[config.mk]
export PLATFORM = sky130hd
export DESIGN_NAME = ism_top
export DESIGN_NICKNAME = d
export VERILOG_FILES = /design/src/core/ism_pkg.sv /design/src/core/ism_top.sv
export VERILOG_INCLUDE_DIRS = /design/src /design/src/core
export SDC_FILE = /design/constraint.sdc
export NUM_CORES = 1
export LEC_CHECK = 0
export BUFFER_PORTS_ARGS = -buffer_cell sky130_fd_sc_hd__buf_2
export CELL_PAD_IN_SITES_DETAIL_PLACEMENT = 1
export CELL_PAD_IN_SITES_GLOBAL_PLACEMENT = 1
export CORE_ASPECT_RATIO = 1.25
export CORE_UTILIZATION = 52
export CTS_BUF_LIST = sky130_fd_sc_hd__clkbuf_8
export CTS_CLUSTER_DIAMETER = 30
export DETAILED_ROUTE_END_ITERATION = 7
export PLACE_DENSITY_LB_ADDON = 0.05
export SKIP_LAST_GASP = 1
export SLEW_MARGIN = 20
export SYNTH_ARGS = -nofsm -noshare
export SYNTH_HDL_FRONTEND = slang
export SYNTH_SLANG_ARGS = --single-unit
[constraint.sdc]
create_clock -name clock -period 8.1 [get_ports clock]
set_input_delay 1.215 -clock clock [delete_from_list [all_inputs] [get_ports clock]]
set_output_delay 1.215 -clock clock [all_outputs]
set_load 0.05 [all_outputs]
[src/core/ism_defines.svh]
// Constants for the two-wire slave memory front end: addresses, offsets, timing.
// Assumes it is included by the package and the top module by bare name.
// Notes on behaviour
// - Start is data falling while clock high; stop is data rising while clock high.
// - Incoming bits are sampled on clock rise; data line changes only while clock low.
// - Outgoing bits are driven after the preceding clock fall, valid at next rise.
// - Receiver drives ninth bit low to acknowledge, leaves it high to refuse.
// - Each byte is eight bits, most significant first, then one acknowledge bit.
// - First byte after start holds 7-bit slave address and direction in bit zero.
// - Auxiliary memory answers at slave address A0h unless the main address disables it.
// - Programmed main address equal to A0h or B0h disables auxiliary memory.
// - Main space answers the programmed address, within A0h-AEh or B0h-BEh; the code takes any programmed value, with bit zero cleared.
// - Programmed main address applies only while source select is set.
// - Direction flag zero means master writes; one means master reads.
// - On address mismatch, stay off the bus until the next start.
// - In a write, the byte after the slave address loads the address counter.
// - One to eight data bytes per write, stored at successive counter addresses.
// - Write counter stays inside the current 8-byte row, wrapping to its start.
// - After stop ending a page write, refuse slave address until programming ends.
// - Programming rewrites the whole page, keeping bytes not written.
// - In shadow mode, writes touch volatile storage only and start no programming.
// - Reads return data from the current counter without a memory address byte.
// - Write of memory address then repeated start and read honours the pointer.
// - Keep sending while master acknowledges; release data once it refuses.
// - Main address is A2h until the programmed address is recalled.
// - Second main space answers at the main address with bit 4 set, B2h by default.
// - In shadow mode shadowed cells write without limit and without delay.
`ifndef ISM_DEFINES_SVH
`define ISM_DEFINES_SVH

`define ISM_AUX_ADDR 8'hA0
`define ISM_ALT_AUX_ADDR 8'hB0
`define ISM_DEFAULT_MAIN 8'hA2
`define ISM_DEVADDR_OFFSET 8'h8B
`define ISM_SECOND_BIT 4
`define ISM_ROW_BITS 3
`define ISM_BYTE_BITS 4'h8
`define ISM_ACK_END 4'h9
`define ISM_CLOCK_NS 100
`define ISM_PROG_TIME_NS 10000000

`endif

[src/core/ism_pkg.sv]
// Types shared by the two-wire slave memory front end.
// Assumes the defines header sits beside it.
`include "ism_defines.svh"

package ism_pkg;

  // Which memory space a slave address selected
  typedef enum logic [1:0] {
    sp_aux,
    sp_main1,
    sp_main2
  } ism_space_e;

  // Bus-side sequencing
  typedef enum logic [1:0] {
    st_idle,
    st_rx,
    st_tx,
    st_ignore
  } ism_state_e;

  // Meaning of the byte now being received
  typedef enum logic [1:0] {
    k_slave,
    k_memaddr,
    k_data
  } ism_kind_e;

  // One byte written into a memory space
  typedef struct packed {
    ism_space_e space;
    logic volatile_only;
    logic [7:0] addr;
    logic [7:0] data;
  } ism_wr_word_s;

endpackage : ism_pkg

[src/core/ism_top.sv]
// Two-wire slave front end giving a bus master byte access to three memory spaces.
// Assumes the memory sits outside on the same clock: reads answer rd_addr combinationally,
// writes drain through a small buffer, and page programming follows prog_start.
`timescale 1ns/1ps
`include "ism_defines.svh"

module ism_top
  import ism_pkg::*;
#(
  parameter int DEPTH = 2,
  parameter int PROG_TIME_NS = `ISM_PROG_TIME_NS
) (
  // Clock and reset
  input wire logic clock,
  input wire logic rst,
  // Serial pins, open-drain data
  input wire logic scl_in,
  input wire logic sda_in,
  output logic sda_out,
  output logic sda_oe,
  // Configuration from the device
  input wire logic main_address_source_select,
  input wire logic shadow_volatile_write_mode,
  input wire logic nv_recalled,
  // Memory write stream
  output logic wr_valid,
  output ism_wr_word_s wr_data,
  input wire logic wr_ready,
  // Memory read port
  output ism_space_e rd_space,
  output logic [7:0] rd_addr,
  input wire logic [7:0] rd_data,
  // Page programming
  output logic prog_start,
  output ism_space_e prog_space,
  output logic [7:0] prog_row,
  output logic prog_busy
);

  // Least programming wait, rounded up to whole cycles
  localparam int PROG_CYC = (PROG_TIME_NS + `ISM_CLOCK_NS - 1) / `ISM_CLOCK_NS;
  localparam int PW = $clog2(PROG_CYC + 1);

  logic scl_s1, scl_s2, scl_d, sda_s1, sda_s2, sda_d;
  logic scl_rise, scl_fall, start_det, stop_det;
  ism_state_e state;
  ism_kind_e kind;
  ism_space_e space;
  logic [3:0] bit_cnt;
  logic [7:0] rx_sr, tx_sr, ptr, main_slave_address_select, rd_ld;
  logic [7:0] main_eff, main_two;
  logic aux_en, hit_aux, hit_main1, hit_main2, wrote;
  logic [PW-1:0] prog_cnt;
  logic push, pop, fifo_ready;
  ism_wr_word_s push_word;
  logic [DEPTH-1:0] q_valid, shifted_v;
  ism_wr_word_s q_data [DEPTH];
  ism_wr_word_s shifted_d [DEPTH];

  // Two-stage synchronisers; the master's clock is slow against ours
  always_ff @(posedge clock or posedge rst) begin
    if (rst) begin
      scl_s1 <= 1'b1;
      scl_s2 <= 1'b1;
      scl_d <= 1'b1;
      sda_s1 <= 1'b1;
      sda_s2 <= 1'b1;
      sda_d <= 1'b1;
    end else begin
      scl_s1 <= scl_in;
      scl_s2 <= scl_s1;
      scl_d <= scl_s2;
      sda_s1 <= sda_in;
      sda_s2 <= sda_s1;
      sda_d <= sda_s2;
    end
  end

  // Edges and bus conditions, seen only after synchronising
  assign scl_rise = scl_s2 & ~scl_d;
  assign scl_fall = ~scl_s2 & scl_d;
  assign start_det = scl_s2 & scl_d & sda_d & ~sda_s2;
  assign stop_det = scl_s2 & scl_d & ~sda_d & sda_s2;

  // Slave address decode
  always_comb begin
    main_eff = `ISM_DEFAULT_MAIN;
    if (main_address_source_select && nv_recalled) begin
      main_eff = {main_slave_address_select[7:1], 1'b0};
    end
    main_two = main_eff;
    main_two[`ISM_SECOND_BIT] = 1'b1;
    aux_en = (main_eff != `ISM_AUX_ADDR) && (main_eff != `ISM_ALT_AUX_ADDR);
    hit_main1 = rx_sr[7:1] == main_eff[7:1];
    hit_main2 = rx_sr[7:1] == main_two[7:1];
    hit_aux = aux_en && ({rx_sr[7:1], 1'b0} == `ISM_AUX_ADDR);
  end

  // Bytes pushed to memory carry the counter and the shadow choice
  assign push_word = '{space: space, volatile_only: shadow_volatile_write_mode,
                       addr: ptr, data: rx_sr};
  assign push = (state == st_rx) && scl_fall && (bit_cnt == `ISM_BYTE_BITS) &&
                (kind == k_data) && fifo_ready;

  // Bit counter and receive shifter; bits sampled on clock rise
  always_ff @(posedge clock or posedge rst) begin
    if (rst) begin
      bit_cnt <= 4'h0;
      rx_sr <= 8'h00;
    end else if (start_det) begin
      bit_cnt <= 4'h0;
    end else if (scl_rise && state != st_idle) begin
      bit_cnt <= bit_cnt + 4'h1;
      if (bit_cnt < `ISM_BYTE_BITS) begin
        rx_sr <= {rx_sr[6:0], sda_s2};
      end
    end else if (scl_fall && bit_cnt == `ISM_ACK_END) begin
      bit_cnt <= 4'h0;
    end
  end

  // Transaction sequencing and data line drive; drive changes on clock fall, and is released at start or stop
  always_ff @(posedge clock or posedge rst) begin
    if (rst) begin
      state <= st_idle;
      kind <= k_slave;
      space <= sp_aux;
      sda_oe <= 1'b0;
      tx_sr <= 8'h00;
    end else if (start_det) begin
      state <= st_rx;
      kind <= k_slave;
      sda_oe <= 1'b0;
    end else if (stop_det) begin
      state <= st_idle;
      sda_oe <= 1'b0;
    end else if (scl_fall) begin
      case (state)
        st_rx: begin
          if (bit_cnt == `ISM_BYTE_BITS) begin
            case (kind)
              k_slave: begin
                if (!prog_busy && (hit_main1 || hit_main2 || hit_aux)) begin
                  sda_oe <= 1'b1;
                  space <= hit_main1 ? sp_main1 : (hit_main2 ? sp_main2 : sp_aux);
                  kind <= k_memaddr;
                end else begin
                  state <= st_ignore;
                end
              end
              k_memaddr: begin
                sda_oe <= 1'b1;
                kind <= k_data;
              end
              default: begin
                sda_oe <= fifo_ready; // Refusing is how a full buffer stalls the master
                if (!fifo_ready) begin
                  state <= st_ignore;
                end
              end
            endcase
          end else if (bit_cnt == `ISM_ACK_END) begin
            sda_oe <= 1'b0;
            if (kind == k_memaddr && rx_sr[0]) begin
              state <= st_tx;
              tx_sr <= {rd_ld[6:0], 1'b0};
              sda_oe <= ~rd_ld[7];
            end
          end
        end
        st_tx: begin
          if (bit_cnt == `ISM_ACK_END) begin
            tx_sr <= {rd_ld[6:0], 1'b0};
            sda_oe <= ~rd_ld[7];
          end else if (bit_cnt == `ISM_BYTE_BITS) begin
            sda_oe <= 1'b0;
          end else if (bit_cnt != 4'h0) begin
            sda_oe <= ~tx_sr[7];
            tx_sr <= {tx_sr[6:0], 1'b0};
          end
        end
        default: sda_oe <= 1'b0;
      endcase
    end else if (scl_rise && state == st_tx && bit_cnt == `ISM_BYTE_BITS && sda_s2) begin
      state <= st_ignore;
    end
  end

  // Register at the device-address offset answers reads here, not from memory
  assign rd_ld = (space == sp_main1 && ptr == `ISM_DEVADDR_OFFSET) ?
                 main_slave_address_select : rd_data;

  // Address counter
  always_ff @(posedge clock or posedge rst) begin
    if (rst) begin
      ptr <= 8'h00;
    end else if (state == st_rx && scl_fall && bit_cnt == `ISM_BYTE_BITS &&
                 kind == k_memaddr) begin
      ptr <= rx_sr;
    end else if (push) begin
      ptr <= {ptr[7:`ISM_ROW_BITS], ptr[`ISM_ROW_BITS-1:0] + 3'h1};
    end else if (state == st_tx && scl_rise && bit_cnt == `ISM_BYTE_BITS) begin
      ptr <= ptr + 8'h01;
    end
  end

  // Device-address register, written through the main space
  always_ff @(posedge clock or posedge rst) begin
    if (rst) begin
      main_slave_address_select <= `ISM_DEFAULT_MAIN;
    end else if (push && space == sp_main1 && ptr == `ISM_DEVADDR_OFFSET) begin
      main_slave_address_select <= rx_sr;
    end
  end

  // Read port follows the counter a cycle later; loads occur much later on clock fall
  always_ff @(posedge clock or posedge rst) begin
    if (rst) begin
      rd_space <= sp_aux;
      rd_addr <= 8'h00;
      sda_out <= 1'b0;
    end else begin
      rd_space <= space;
      rd_addr <= ptr;
      sda_out <= 1'b0;
    end
  end

  // Page programming after stop; shadow mode skips it entirely
  always_ff @(posedge clock or posedge rst) begin
    if (rst) begin
      wrote <= 1'b0;
      prog_start <= 1'b0;
      prog_space <= sp_aux;
      prog_row <= 8'h00;
      prog_busy <= 1'b0;
      prog_cnt <= '0;
    end else begin
      prog_start <= 1'b0;
      if (start_det) begin
        wrote <= 1'b0;
      end else if (push) begin
        wrote <= 1'b1;
        prog_space <= space;
        prog_row <= {ptr[7:`ISM_ROW_BITS], `ISM_ROW_BITS'(0)};
      end
      if (stop_det && wrote && !shadow_volatile_write_mode) begin
        wrote <= 1'b0;
        prog_start <= 1'b1;
        prog_busy <= 1'b1;
        prog_cnt <= PW'(PROG_CYC);
      end else if (stop_det) begin
        wrote <= 1'b0;
      end else if (prog_busy) begin
        prog_cnt <= prog_cnt - PW'(1);
        if (prog_cnt == PW'(1)) begin
          prog_busy <= 1'b0;
        end
      end
    end
  end

  // Write buffer: head always in entry 0, so the outputs come straight from flops
  assign pop = q_valid[0] & wr_ready;
  assign fifo_ready = ~q_valid[DEPTH-1] | wr_ready;
  assign wr_valid = q_valid[0];
  assign wr_data = q_data[0];

  for (genvar i = 0; i < DEPTH; i++) begin : g_ent
    if (i == DEPTH - 1) begin : g_last
      assign shifted_v[i] = pop ? 1'b0 : q_valid[i];
      assign shifted_d[i] = q_data[i];
    end else begin : g_mid
      assign shifted_v[i] = pop ? q_valid[i+1] : q_valid[i];
      assign shifted_d[i] = pop ? q_data[i+1] : q_data[i];
    end
    logic prev_full;
    if (i == 0) begin : g_first
      assign prev_full = 1'b1;
    end else begin : g_next
      assign prev_full = shifted_v[i-1];
    end
    // Entry takes the new word if it is the first free slot after the shift
    always_ff @(posedge clock or posedge rst) begin
      if (rst) begin
        q_valid[i] <= 1'b0;
        q_data[i] <= '0;
      end else if (push && prev_full && !shifted_v[i]) begin
        q_valid[i] <= 1'b1;
        q_data[i] <= push_word;
      end else begin
        q_valid[i] <= shifted_v[i];
        q_data[i] <= shifted_d[i];
      end
    end
  end

  // Checks on the sequencing above
  a_idle_off_bus:
  assert property (@(posedge clock) disable iff (rst)
    (state == st_ignore || state == st_idle) && !$past(state == st_rx || state == st_tx)
      |-> !sda_oe)
    else $error("data line driven while off the bus");

  a_drive_clock_low:
  assert property (@(posedge clock) disable iff (rst)
    $changed(sda_oe) && !$past(start_det || stop_det) |-> !$past(scl_s2))
    else $error("data drive changed while clock high");

  a_ack_ninth_bit:
  assert property (@(posedge clock) disable iff (rst)
    sda_oe && state == st_rx |-> bit_cnt == `ISM_BYTE_BITS || bit_cnt == `ISM_ACK_END)
    else $error("receiver drove outside acknowledge bit");

  a_tx_release_ack:
  assert property (@(posedge clock) disable iff (rst)
    state == st_tx && bit_cnt == `ISM_ACK_END |-> !sda_oe)
    else $error("transmitter held data during acknowledge");

  a_busy_refuse:
  assert property (@(posedge clock) disable iff (rst)
    scl_fall && state == st_rx && kind == k_slave && bit_cnt == `ISM_BYTE_BITS && prog_busy
      |=> !sda_oe && state == st_ignore)
    else $error("slave address acknowledged while programming");

  a_row_wrap:
  assert property (@(posedge clock) disable iff (rst)
    push |=> ptr[7:3] == $past(ptr[7:3]) && ptr[2:0] == $past(ptr[2:0]) + 3'h1)
    else $error("write counter left its row");

  a_prog_hold:
  assert property (@(posedge clock) disable iff (rst)
    $rose(prog_busy) |-> prog_busy [*8])
    else $error("programming wait ended too soon");

  a_shadow_no_prog:
  assert property (@(posedge clock) disable iff (rst)
    prog_start |-> !$past(shadow_volatile_write_mode) && $past(stop_det))
    else $error("programming started in shadow mode");

  a_start_restart:
  assert property (@(posedge clock) disable iff (rst)
    start_det |=> state == st_rx && kind == k_slave && bit_cnt == 4'h0 && !sda_oe)
    else $error("start not taken");

  a_read_increment:
  assert property (@(posedge clock) disable iff (rst)
    scl_rise && state == st_tx && bit_cnt == `ISM_BYTE_BITS && !start_det && !stop_det
      |=> ptr == $past(ptr) + 8'h01)
    else $error("read counter did not advance");

endmodule // ism_top

==> impl_metrics.sql, run 1 <==
INSERT INTO impl_metrics (metric_group, metric, value, unit) VALUES
('setup_path', 'end_kind', 'flop', ''),
('timing', 'period_share', '0.363', ''),
('setup_path', 'worstSetupPathType', 'flop to flop', ''),
('detailed_routing', 'routed-wl-met3', '395', 'um'),
('clocking', 'post-cts-setup-buffer-count', '0', ''),
('hold_path', 'whs_path_cells', '0', ''),
('global_route', 'antenna_violations_before_repair', '1', ''),
('flow_run', 'maxCapViolCount', '0', ''),
('detailed_routing', 'detailroute.via_count', '4351', ''),
('timing', 'finalSetupViolCount', '0', ''),
('global_route', 'grt_max_degree', '79', ''),
('finish', 'antenna_cells_inserted', '0', ''),
('setup_path', 'worstPathArrival', '3.22', 'ns'),
('place', 'placedCellCount', '728', ''),
('detailed_routing', 'drt_wl_total', '14200', 'um'),
('setup_path', 'timing.rr.start', 'bit_cnt[1]', ''),
('place', 'hpwlAfterDp', '9780', 'um'),
('floorplan', 'total_die_area', '12300', 'um^2'),
('detailed_routing', 'uppermost_layer_routed', 'met5', ''),
('timing', 'holdWs', '0.358', 'ns'),
('clocking', 'cts_tree', 'built', ''),
('global_route', 'globalRouteOverflowTotal', '0', ''),
('global_route', 'globalRouteTotalUtil', '0.247', ''),
('clocking', 'cts_buffer_depth', '2', ''),
('power', 'vdd_ir_drop_max', '0.155', 'mV'),
('global_route', 'grt_first_pass_wirelength', '23100', 'um'),
('finish', 'nFillCells', '1278', ''),
('yosys', 'netlist_area', '6160', 'um^2'),
('setup_path', 'path_max_fanout', '38', ''),
('yosys', 'postSynth.asyncResetShare', '1.00', ''),
('timing', 'max_freq', '340', 'MHz'),
('detailed_routing', 'met1Wirelength', '6110', 'um'),
('floorplan', 'design.core.area', '11600', 'um^2'),
('power', 'power.density_cell_area', '253', 'nW/um^2'),
('status', 'outcome', 'complete, no violations', ''),
('yosys', 'seq_area_frac_synth', '0.509', ''),
('clocking', 'cts-resized-gates', '0', ''),
('floorplan', 'initial_core_util', '0.533', ''),
('place', 'setup_slack_after_placement', '4.43', 'ns'),
('detailed_routing', 'met2_wirelength', '7390', 'um'),
('clocking', 'cts_made_buffers', '17', ''),
('hold_path', 'min_from', 'sda_s1', ''),
('setup_path', 'critPathBufInv', '1', ''),
('timing', 'worst_slew_pin_slew', '0.977', 'ns'),
('place', 'place.port_buffers', '55', ''),
('finish', 'fin_area', '6720', 'um^2'),
('timing', 'finalWorstPathRequiredPeriod', '2.94', 'ns'),
('detailed_routing', 'drc_errors', '0', ''),
('detailed_routing', 'drtPass1Iterations', '4', ''),
('finish', 'area_growth', '9.03', '%'),
('floorplan', 'die_x', '99.4', 'um'),
('hold_path', 'worstHoldPathType', 'flop to flop', ''),
('timing', 'fin_worst_skew', '0.00947', 'ns'),
('finish', 'final_core_utilization', '0.581', ''),
('floorplan', 'rows', '44', ''),
('yosys', 'synth.distinct_cells', '70', ''),
('clocking', 'cts_root_buf', 'clkbuf_8', ''),
('detailed_routing', 'initialDrtViolationCount', '138', ''),
('timing', 'setup_total_negative_slack', '0', 'ns'),
('clocking', 'clkSlewWorstSetupHoldPaths', '0.08', 'ns'),
('yosys', 'yosys.area.top_type', 'dfrtp_1', ''),
('detailed_routing', 'wire_per_inst', '18.6', 'um'),
('yosys', 'post-synth-top-count-cell', 'dfrtp_1', ''),
('setup_path', 'max_stage_delay', '0.70', 'ns'),
('setup_path', 'crit_path_cell_trace', 'inv_1 > ha_1 > and3b_1 > nand2_1 > nor2_1 > and2_2 > o21ai_0', ''),
('yosys', 'ys_top_cells_by_area', 'dfrtp_1 (47%), mux2_2 (7.9%), nand2_1 (5.1%)', ''),
('detailed_routing', 'antenna_violating_nets_post_route', '0', ''),
('yosys', 'synth_enable_flop_cells', '0', ''),
('clocking', 'insertion_delay', '0.43', 'ns'),
('timing', 'hold_violations', '0', ''),
('clocking', 'cts_sinks', '125', '');
layout by cell type, fill, tap and decap left out, drive strengths merged, types with 3 or more instances in the layout:
cell,Yosys,final
a21oi,9,9
a31oi,3,3
and2,5,5
and3,5,5
buf,31,57
clkbuf,24,20
clkinv,0,6
clkinvlp,0,3
conb,1,4
dfrtp,116,116
dfstp,9,9
ha,9,9
inv,16,18
mux2,43,43
mux2i,29,29
nand2,83,83
nand2b,9,9
nand3,11,11
nand4,7,7
nor2,32,32
nor2b,4,4
nor3,9,9
nor3b,4,4
nor4,5,5
o211ai,3,3
o21ai,48,48
or3,3,3
or4,3,3
xnor2,13,13
xor2,14,14
worst register-to-register path, delay by kind of cell, from the launching register on:
| kind | cells | cell delay (ns) |
|---|---|---|
| buf+inv | 1 | 0.11 |
| flops | 1 | 0.41 |
| compound gates | 1 | 0.22 |
| simple gates | 4 | 1.85 |
| fa+ha+maj | 1 | 0.20 |
cells by family after synthesis:
family / count (synthesis) / share of synthesized area
XOR/XNOR: 27 / 0.0384
buffers and inverters: 71 / 0.0601
AND/OR/NAND/NOR: 194 / 0.159
AO/OA/AOI/OAI: 86 / 0.0891
flip-flops: 125 / 0.509
other: 1 / 0.000608
multiplexers: 72 / 0.126
adder cells (fa/ha/maj): 9 / 0.0183
state kept, by name (all words and copies together) (netlist names), 7 cells and up:
signal,count
tx_sr,7
rd_addr,8
ptr,8
prog_cnt,17
main_slave_address_select,8
rx_sr,8
q_data,19
wr_data,19
final cells by class:
| class | instances | area [um^2] | share of cell area |
|---|---|---|---|
| flip-flops and latches | 125 | 3140 | 0.467 |
| multi-input cells | 392 | 2670 | 0.397 |
| repair buffers | 57 | 290 | 0.0432 |
| clock buffers | 20 | 275 | 0.0410 |
| well taps | 138 | 173 | 0.0257 |
| clock inverters | 12 | 111 | 0.0166 |
| inverters | 16 | 62.6 | 0.00931 |
routing by layer:
| metal | track usage | vias to the layer above |
|---|---|---|
| li1 | - | 2040 |
| met1 | 0.296 | 2203 |
| met2 | 0.438 | 75 |
| met3 | 0.0561 | 31 |
| met4 | 0.0846 | 2 |
| met5 | 0 | - |
power by group:
group	internal, mW	total [mW]	switching [mW]
clock network	0.268	0.528	0.259
registers	0.712	0.848	0.136
logic	0.140	0.325	0.184
total	1.12	1.70	0.580
how the worst max path moves through the flow:
| stage | start | depth (start not counted) | slack, ns | endpoint |
|---|---|---|---|---|
| 3_5_place_dp | wr_ready | 6 | 4.43 | wr_data[15] |
| 2_1_floorplan | rst | 1 | 3.57 | bit_cnt[0] |
| 3_3_place_gp | wr_ready | 6 | 4.66 | wr_data[1] |
| 6_report | bit_cnt[1] | 7 | 5.16 | wr_data[2] |
| 4_1_cts | bit_cnt[1] | 7 | 4.69 | wr_data[2] |
| 5_1_grt | bit_cnt[1] | 7 | 4.84 | wr_data[2] |
No activity file was read; power rests on OpenSTA's default activity.
==> run 2: changes to the inputs <==
- CORE_UTILIZATION: 52 -> 44
- clock period: 8.1 -> 2.4 ns (I/O delays scaled with it)
==> run 2 against run 1 <==
Against the previous run: clock skew increased by 0.0026 ns; fmax increased by 29%; clock-buffer cell count increased by 2; largest cell class unchanged; sequential cell count unchanged; hold slack got worse by 0.26 ns; clock power increased to 4.0 times the previous value; critical endpoint is now q_data[5]; highest routed layer is now met4; sequential power increased to 3.2 times the previous value; critical path depth decreased by 1; non-clock buffer count increased by 32; setup slack got worse by 5.0 ns.
==> impl_metrics.sql, run 2 (same netlist as run 1, synthesis figures left out) <==
INSERT INTO impl_metrics (metric_group, metric, value, unit) VALUES
('detailed_routing', 'wire_per_inst', '17.7', 'um'),
('setup_path', 'critical_path_rt', '2.73', 'ns'),
('place', 'place.port_buffers', '55', ''),
('floorplan', 'ios', '60', ''),
('clocking', 'clkSlewWorstSetupHoldPaths', '0.07', 'ns'),
('floorplan', 'initial_core_util', '0.448', ''),
('setup_path', 'critPathLaunch', 'scl_d', ''),
('place', 'gpl.final_weighted_congestion', '0.815', ''),
('detailed_routing', 'drc_errors', '0', ''),
('timing', 'grt_setup_unrepaired', 'false', ''),
('setup_path', 'max_stage_delay', '0.60', 'ns'),
('setup_path', 'startpoint_class_of_the_critical_path', 'flop', ''),
('clocking', 'cts_max_level', '4', ''),
('global_route', 'grt.met3_usage', '0.0525', ''),
('detailed_routing', 'drtPass1Iterations', '4', ''),
('timing', 'max_slew_margin', '0.542', ''),
('place', 'setup_slack_after_placement', '0.133', 'ns'),
('power', 'vdd_ir_drop_max', '0.437', 'mV'),
('finish', 'num-nets-final', '666', ''),
('setup_path', 'worstSetupPathType', 'flop to flop', ''),
('finish', 'commonest_non_fill_non_tap_cell_in_the_layout', 'dfrtp_1', ''),
('hold_path', 'worstHoldPathType', 'input port to async pin', ''),
('setup_path', 'end_kind', 'flop', ''),
('detailed_routing', 'initialDrtViolationCount', '202', ''),
('clocking', 'cts_root_buf', 'clkbuf_8', ''),
('finish', 'area_growth', '15.6', '%'),
('clocking', 'cts_tree', 'built', ''),
('finish', 'fin_area', '7120', 'um^2'),
('setup_path', 'critical_path.slowest_cell', 'dfstp_2', ''),
('detailed_routing', 'antenna_violating_nets_post_route', '0', ''),
('timing', 'max_freq', '438', 'MHz'),
('timing', 'finalSetupViolCount', '0', ''),
('global_route', 'grt_max_degree', '126', ''),
('floorplan', 'total_die_area', '14500', 'um^2'),
('timing', 'fin_worst_skew', '0.0121', 'ns'),
('global_route', 'grt_first_pass_wirelength', '24500', 'um'),
('global_route', 'grt-busiest-layer', 'met2', ''),
('place', 'hpwlAfterDp', '10400', 'um'),
('floorplan', 'design.core.area', '13800', 'um^2'),
('setup_path', 'timing.rr.start', 'scl_d', ''),
('finish', 'final_layout_size_suffix_gt1_frac', '0.280', ''),
('flow_run', 'maxCapViolCount', '0', ''),
('setup_path', 'crit_path_cell_trace', 'nor3b_1 > nand2_1 > or2_2 > nor2_1 > buf_12 > mux2_2', ''),
('place', 'post_place_cell_area', '6640', 'um^2'),
('clocking', 'cts_hold_buf', '2', ''),
('timing', 'holdWs', '0.0978', 'ns'),
('floorplan', 'rows', '48', ''),
('clocking', 'cts_sinks', '125', ''),
('floorplan', 'die-height', '134', 'um'),
('timing', 'hold_violations', '0', ''),
('power', 'power.density_cell_area', '868', 'nW/um^2'),
('floorplan', 'die_x', '108', 'um'),
('clocking', 'cts-resized-gates', '0', ''),
('setup_path', 'worstPathArrival', '2.62', 'ns'),
('clocking', 'insertion_delay', '0.45', 'ns'),
('setup_path', 'path_delay_family', 'simple AND/OR/NAND/NOR gates', ''),
('timing', 'finalWorstPathRequiredPeriod', '2.28', 'ns'),
('timing', 'worst_slew_pin_slew', '0.687', 'ns'),
('power', 'p_leak', '3.50', 'nW'),
('global_route', 'globalRouteTotalUtil', '0.223', ''),
('timing', 'period_share', '0.952', ''),
('finish', 'layout_common_cells', 'dfrtp_1 (116), nand2_1 (83), buf_2 (55)', ''),
('clocking', 'cts_buffer_depth', '2', ''),
('global_route', 'use_met1', '0.259', ''),
('global_route', 'grt_util_met2', '0.398', ''),
('timing', 'finalWorstSetupSlack', '0.116', 'ns'),
('status', 'outcome', 'complete, no violations', ''),
('setup_path', 'critPathBufInv', '1', ''),
('global_route', 'globalRouteOverflowTotal', '0', ''),
('detailed_routing', 'detailroute.via_count', '4463', ''),
('finish', 'antenna_cells_inserted', '0', ''),
('timing', 'setup_total_negative_slack', '0', 'ns'),
('clocking', 'cts_made_buffers', '17', ''),
('global_route', 'grt_pass1_vias', '4796', ''),
('detailed_routing', 'drt_wl_total', '14700', 'um'),
('global_route', 'antenna_violations_before_repair', '0', ''),
('setup_path', 'ff2ff_setup_slack', '0.12', 'ns'),
('setup_path', 'path_max_fanout', '20', ''),
('clocking', 'post-cts-setup-buffer-count', '0', ''),
('detailed_routing', 'vias_per_cell', '5.38', ''),
('timing', 'timing.final.max_slew_violations', '0', '');
## run 2: changes by cell type in the layout (fill, tap and decap cells not counted), moves of 3 or more
cell | previous run | this run
buf_4 | 2 | 29
buf_12 | 0 | 3
bufinv_16 | 1 | 4
clkinv_2 | 3 | 0
## run 2: worst paths after layout
check / to / cells past startpoint
max in group asynchronous: wr_data[9] / 3
min in group clock: wr_data[16] / 3
max: q_data[5] / 6
min reg2reg: sda_s2 / 0
min: bit_cnt[1] / 3
max reg2reg: q_data[5] / 6
## run 2: final cells by class
class,count,area [um^2]
clock buffer,22,303
inverter,16,63.8
sequential,125,3140
fill,1502,6630
timing repair buffer,89,573
multi-input combinational,392,2670
clock inverter,10,160
tap,175,219
## run 2: worst min-delay path: cells and delay by family
kind,cells,cell delay (ns)
buffers and inverters,3,0.67
## run 2: layer usage
| metal | vias up | wire (um) | share of wire |
|---|---|---|---|
| met5 | - | 0 | 0 |
| met4 | 0 | 260 | 0.018 |
| met3 | 25 | 352 | 0.024 |
| met2 | 67 | 7900 | 0.54 |
| met1 | 2261 | 6140 | 0.42 |
| li1 | 2110 | - | - |
## run 2: stage by stage
stage / std cells / utilization / total power, mW
after floorplan: 588 / - / 3.64
after global routing: 829 / 0.518 / 6.52
after global placement: 795 / 0.483 / 4.05
final: 829 / 0.518 / 6.18
after CTS: 829 / 0.518 / 6.26
after detailed placement: 795 / 0.483 / 4.11
## run 2: where the power goes
| group | internal, mW | switching (mW) | total (mW) |
|---|---|---|---|
| Sequential | 2.41 | 0.336 | 2.74 |
| Clock | 1.27 | 0.845 | 2.11 |
| Combinational | 0.571 | 0.757 | 1.33 |
| Total | 4.25 | 1.94 | 6.18 |
==> run 3: changes to the inputs <==
- BUFFER_PORTS_ARGS: -buffer_cell sky130_fd_sc_hd__buf_2 -> -buffer_cell sky130_fd_sc_hd__buf_4
- PLACE_DENSITY: default -> 0.83
- PLACE_DENSITY_LB_ADDON: 0.05 -> default
==> run 3 against run 2 <==
Against the previous run: register-to-register slack got worse by 0.08 ns; sequential cell count is the same; die area unchanged; critical path depth did not move; clock-buffer cell count fell by 1; highest routed layer unchanged; non-clock buffer count decreased by 8; total power is 5.9% lower; sequential power hardly changed; final area is essentially flat; setup slack got worse by 0.081 ns.
==> impl_metrics.sql, run 3 (same netlist as run 1, synthesis figures left out) <==
INSERT INTO impl_metrics (metric_group, metric, value, unit) VALUES
('floorplan', 'design.core.area', '13800', 'um^2'),
('timing', 'holdWs', '0.116', 'ns'),
('floorplan', 'die_x', '108', 'um'),
('detailed_routing', 'wire_per_inst', '17.7', 'um'),
('clocking', 'clkSlewWorstSetupHoldPaths', '0.08', 'ns'),
('setup_path', 'max_stage_delay', '0.56', 'ns'),
('detailed_routing', 'drc_errors', '0', ''),
('setup_path', 'startpoint_class_of_the_critical_path', 'flop', ''),
('global_route', 'grt_first_pass_wirelength', '24000', 'um'),
('clocking', 'post-cts-setup-buffer-count', '0', ''),
('global_route', 'globalRouteTotalUtil', '0.217', ''),
('place', 'hpwlAfterDp', '10500', 'um'),
('setup_path', 'timing.rr.start', 'scl_d', ''),
('global_route', 'grt_max_degree', '126', ''),
('place', 'place.port_buffers', '55', ''),
('detailed_routing', 'antenna_violating_nets_post_route', '0', ''),
('finish', 'commonest_non_fill_non_tap_cell_in_the_layout', 'dfrtp_1', ''),
('finish', 'ff_latch_area', '3140', 'um^2'),
('timing', 'max_freq', '423', 'MHz'),
('power', 'vdd_ir_drop_max', '0.420', 'mV'),
('clocking', 'cts_root_buf', 'clkbuf_8', ''),
('setup_path', 'worstSetupPathType', 'flop to flop', ''),
('finish', 'layout_common_cells', 'dfrtp_1 (116), nand2_1 (83), buf_4 (76)', ''),
('floorplan', 'initial_core_util', '0.448', ''),
('finish', 'final_layout_size_suffix_gt1_frac', '0.271', ''),
('power', 'total_switching_power', '1.93', 'mW'),
('place', 'gpl.final_weighted_congestion', '0.867', ''),
('global_route', 'grt_pass1_vias', '4835', ''),
('timing', 'setup_total_negative_slack', '0', 'ns'),
('finish', 'num-nets-final', '658', ''),
('finish', 'antenna_cells_inserted', '0', ''),
('power', 'swShare', '0.332', ''),
('detailed_routing', 'initialDrtViolationCount', '207', ''),
('floorplan', 'ios', '60', ''),
('setup_path', 'critPathLaunch', 'scl_d', ''),
('finish', 'area_of_the_multi_input_gates', '2670', 'um^2'),
('timing', 'finalWorstPathRequiredPeriod', '2.36', 'ns'),
('timing', 'max_slew_margin', '0.560', ''),
('detailed_routing', 'detailroute.via_count', '4500', ''),
('floorplan', 'total_die_area', '14500', 'um^2'),
('clocking', 'cts_made_buffers', '17', ''),
('finish', 'area_growth', '15.6', '%'),
('setup_path', 'end_kind', 'flop', ''),
('hold_path', 'worstHoldPathType', 'input port to async pin', ''),
('floorplan', 'die-height', '134', 'um'),
('timing', 'finalSetupViolCount', '0', ''),
('power', 'p_int', '3.89', 'mW'),
('setup_path', 'critical_path.slowest_cell', 'dfstp_2', ''),
('timing', 'fin_worst_skew', '0.0153', 'ns'),
('setup_path', 'worstPathArrival', '2.70', 'ns'),
('clocking', 'cts_tree', 'built', ''),
('setup_path', 'crit_path_cell_trace', 'nor3b_1 > nand2_1 > or2_2 > nor2_1 > buf_12 > mux2_2', ''),
('power', 'power.density_cell_area', '816', 'nW/um^2'),
('timing', 'hold_violations', '0', ''),
('global_route', 'globalRouteOverflowTotal', '0', ''),
('finish', 'finalNonFillerCells', '821', ''),
('clocking', 'cts_max_level', '4', ''),
('setup_path', 'ff2ff_setup_slack', '0.04', 'ns'),
('detailed_routing', 'vias_per_cell', '5.48', ''),
('clocking', 'insertion_delay', '0.45', 'ns'),
('clocking', 'cts_sinks', '125', ''),
('timing', 'timing.final.max_slew_violations', '0', ''),
('detailed_routing', 'drt_wl_total', '14500', 'um'),
('detailed_routing', 'drtPass1Iterations', '4', ''),
('setup_path', 'critical_path_rt', '2.73', 'ns'),
('status', 'outcome', 'complete, no violations', ''),
('global_route', 'antenna_violations_before_repair', '0', ''),
('timing', 'grt_setup_unrepaired', 'true', ''),
('setup_path', 'critPathBufInv', '1', ''),
('setup_path', 'reg2reg_to', 'q_data[5]', ''),
('setup_path', 'timing.critical_path.depth', '6', ''),
('power', 'p_clk_frac', '0.303', ''),
('timing', 'worst_slew_pin_slew', '0.660', 'ns'),
('setup_path', 'path_max_fanout', '20', ''),
('timing', 'finalWorstSetupSlack', '0.0350', 'ns'),
('power', 'power.combinational.fraction', '0.222', ''),
('place', 'placedCellCount', '787', ''),
('floorplan', 'rows', '48', ''),
('timing', 'period_share', '0.985', ''),
('setup_path', 'path_delay_family', 'simple AND/OR/NAND/NOR gates', ''),
('flow_run', 'maxCapViolCount', '0', ''),
('setup_path', 'timing.reg2reg.worst_path_depth', '6', ''),
('power', 'p_leak', '3.44', 'nW'),
('place', 'setup_slack_after_placement', '0.0977', 'ns'),
('setup_path', 'worstSetupEndpoint', 'q_data[5]', ''),
('clocking', 'cts_buffer_depth', '2', ''),
('power', 'pwr-share-seq', '0.475', ''),
('finish', 'nFillCells', '1526', '');
## run 3: changes by cell type in the layout (fill, tap and decap cells not counted)
cell,before,now
clkinvlp_4,3,5
buf_2,55,0
inv_2,1,0
nor2_1,29,28
bufinv_16,4,1
nor2_2,2,3
inv_4,0,1
clkinv_2,0,1
inv_1,16,17
clkbuf_8,22,21
buf_4,29,76
## run 3: per-stage QoR
step           power (mW)  utilization  cell area [um^2]
4_1_cts              5.87        0.518              7120
2_1_floorplan        3.64            -              6180
6_report             5.82        0.518              7130
3_5_place_dp         4.08        0.489              6720
5_1_grt              6.15        0.518              7130
3_3_place_gp         3.98        0.489              6720
## run 3: how the worst min path moves through the flow
stage,slack [ns],from,depth (start not counted),end
6_report,0.12,rst,3,state[1]
3_5_place_dp,0.35,scl_s1,0,scl_s2
2_1_floorplan,0.35,scl_s1,0,scl_s2
3_3_place_gp,0.35,sda_s1,0,sda_s2
5_1_grt,0.15,shadow_volatile_write_mode,3,wr_data[16]
4_1_cts,0.12,rst,3,prog_row[6]
## run 3: area by class of cell
type / instances / share of cell area
multi-input cells: 392 / 0.374
inverters: 16 / 0.00930
clock inverters: 11 / 0.0132
flip-flops and latches: 125 / 0.440
well taps: 175 / 0.0307
repair buffers: 81 / 0.0913
clock buffers: 21 / 0.0406
## run 3: timing repair
item                                   in CTS  in global routing
resized for setup                           0                  2
endpoints found under the hold margin       2                  0
setup endpoints to repair                   0                  3
hold buffers                                2                  0
## run 3: power by group through the flow
stage	registers [mW]	logic, mW	clock network, mW
finish	2.76	1.29	1.76
floorplan	2.70	0.943	0
detailed placement	2.80	1.29	0
global placement	2.76	1.22	0
global route	2.81	1.43	1.90
CTS	2.76	1.30	1.80
## run 3: worst reg2reg max path: stages, from the launching register on
cell     delay [ns]
dfstp_2        0.56
nor3b_1        0.38
nand2_1        0.17
or2_2          0.37
nor2_1         0.20
buf_12         0.20
mux2_2         0.36
## run 3: per-layer routing
metal,vias up,track usage,routed length (um)
met5,-,0,0
met4,0,0.0906,301
met3,26,0.0539,535
met2,81,0.394,7890
met1,2310,0.238,5770
li1,2083,-,-
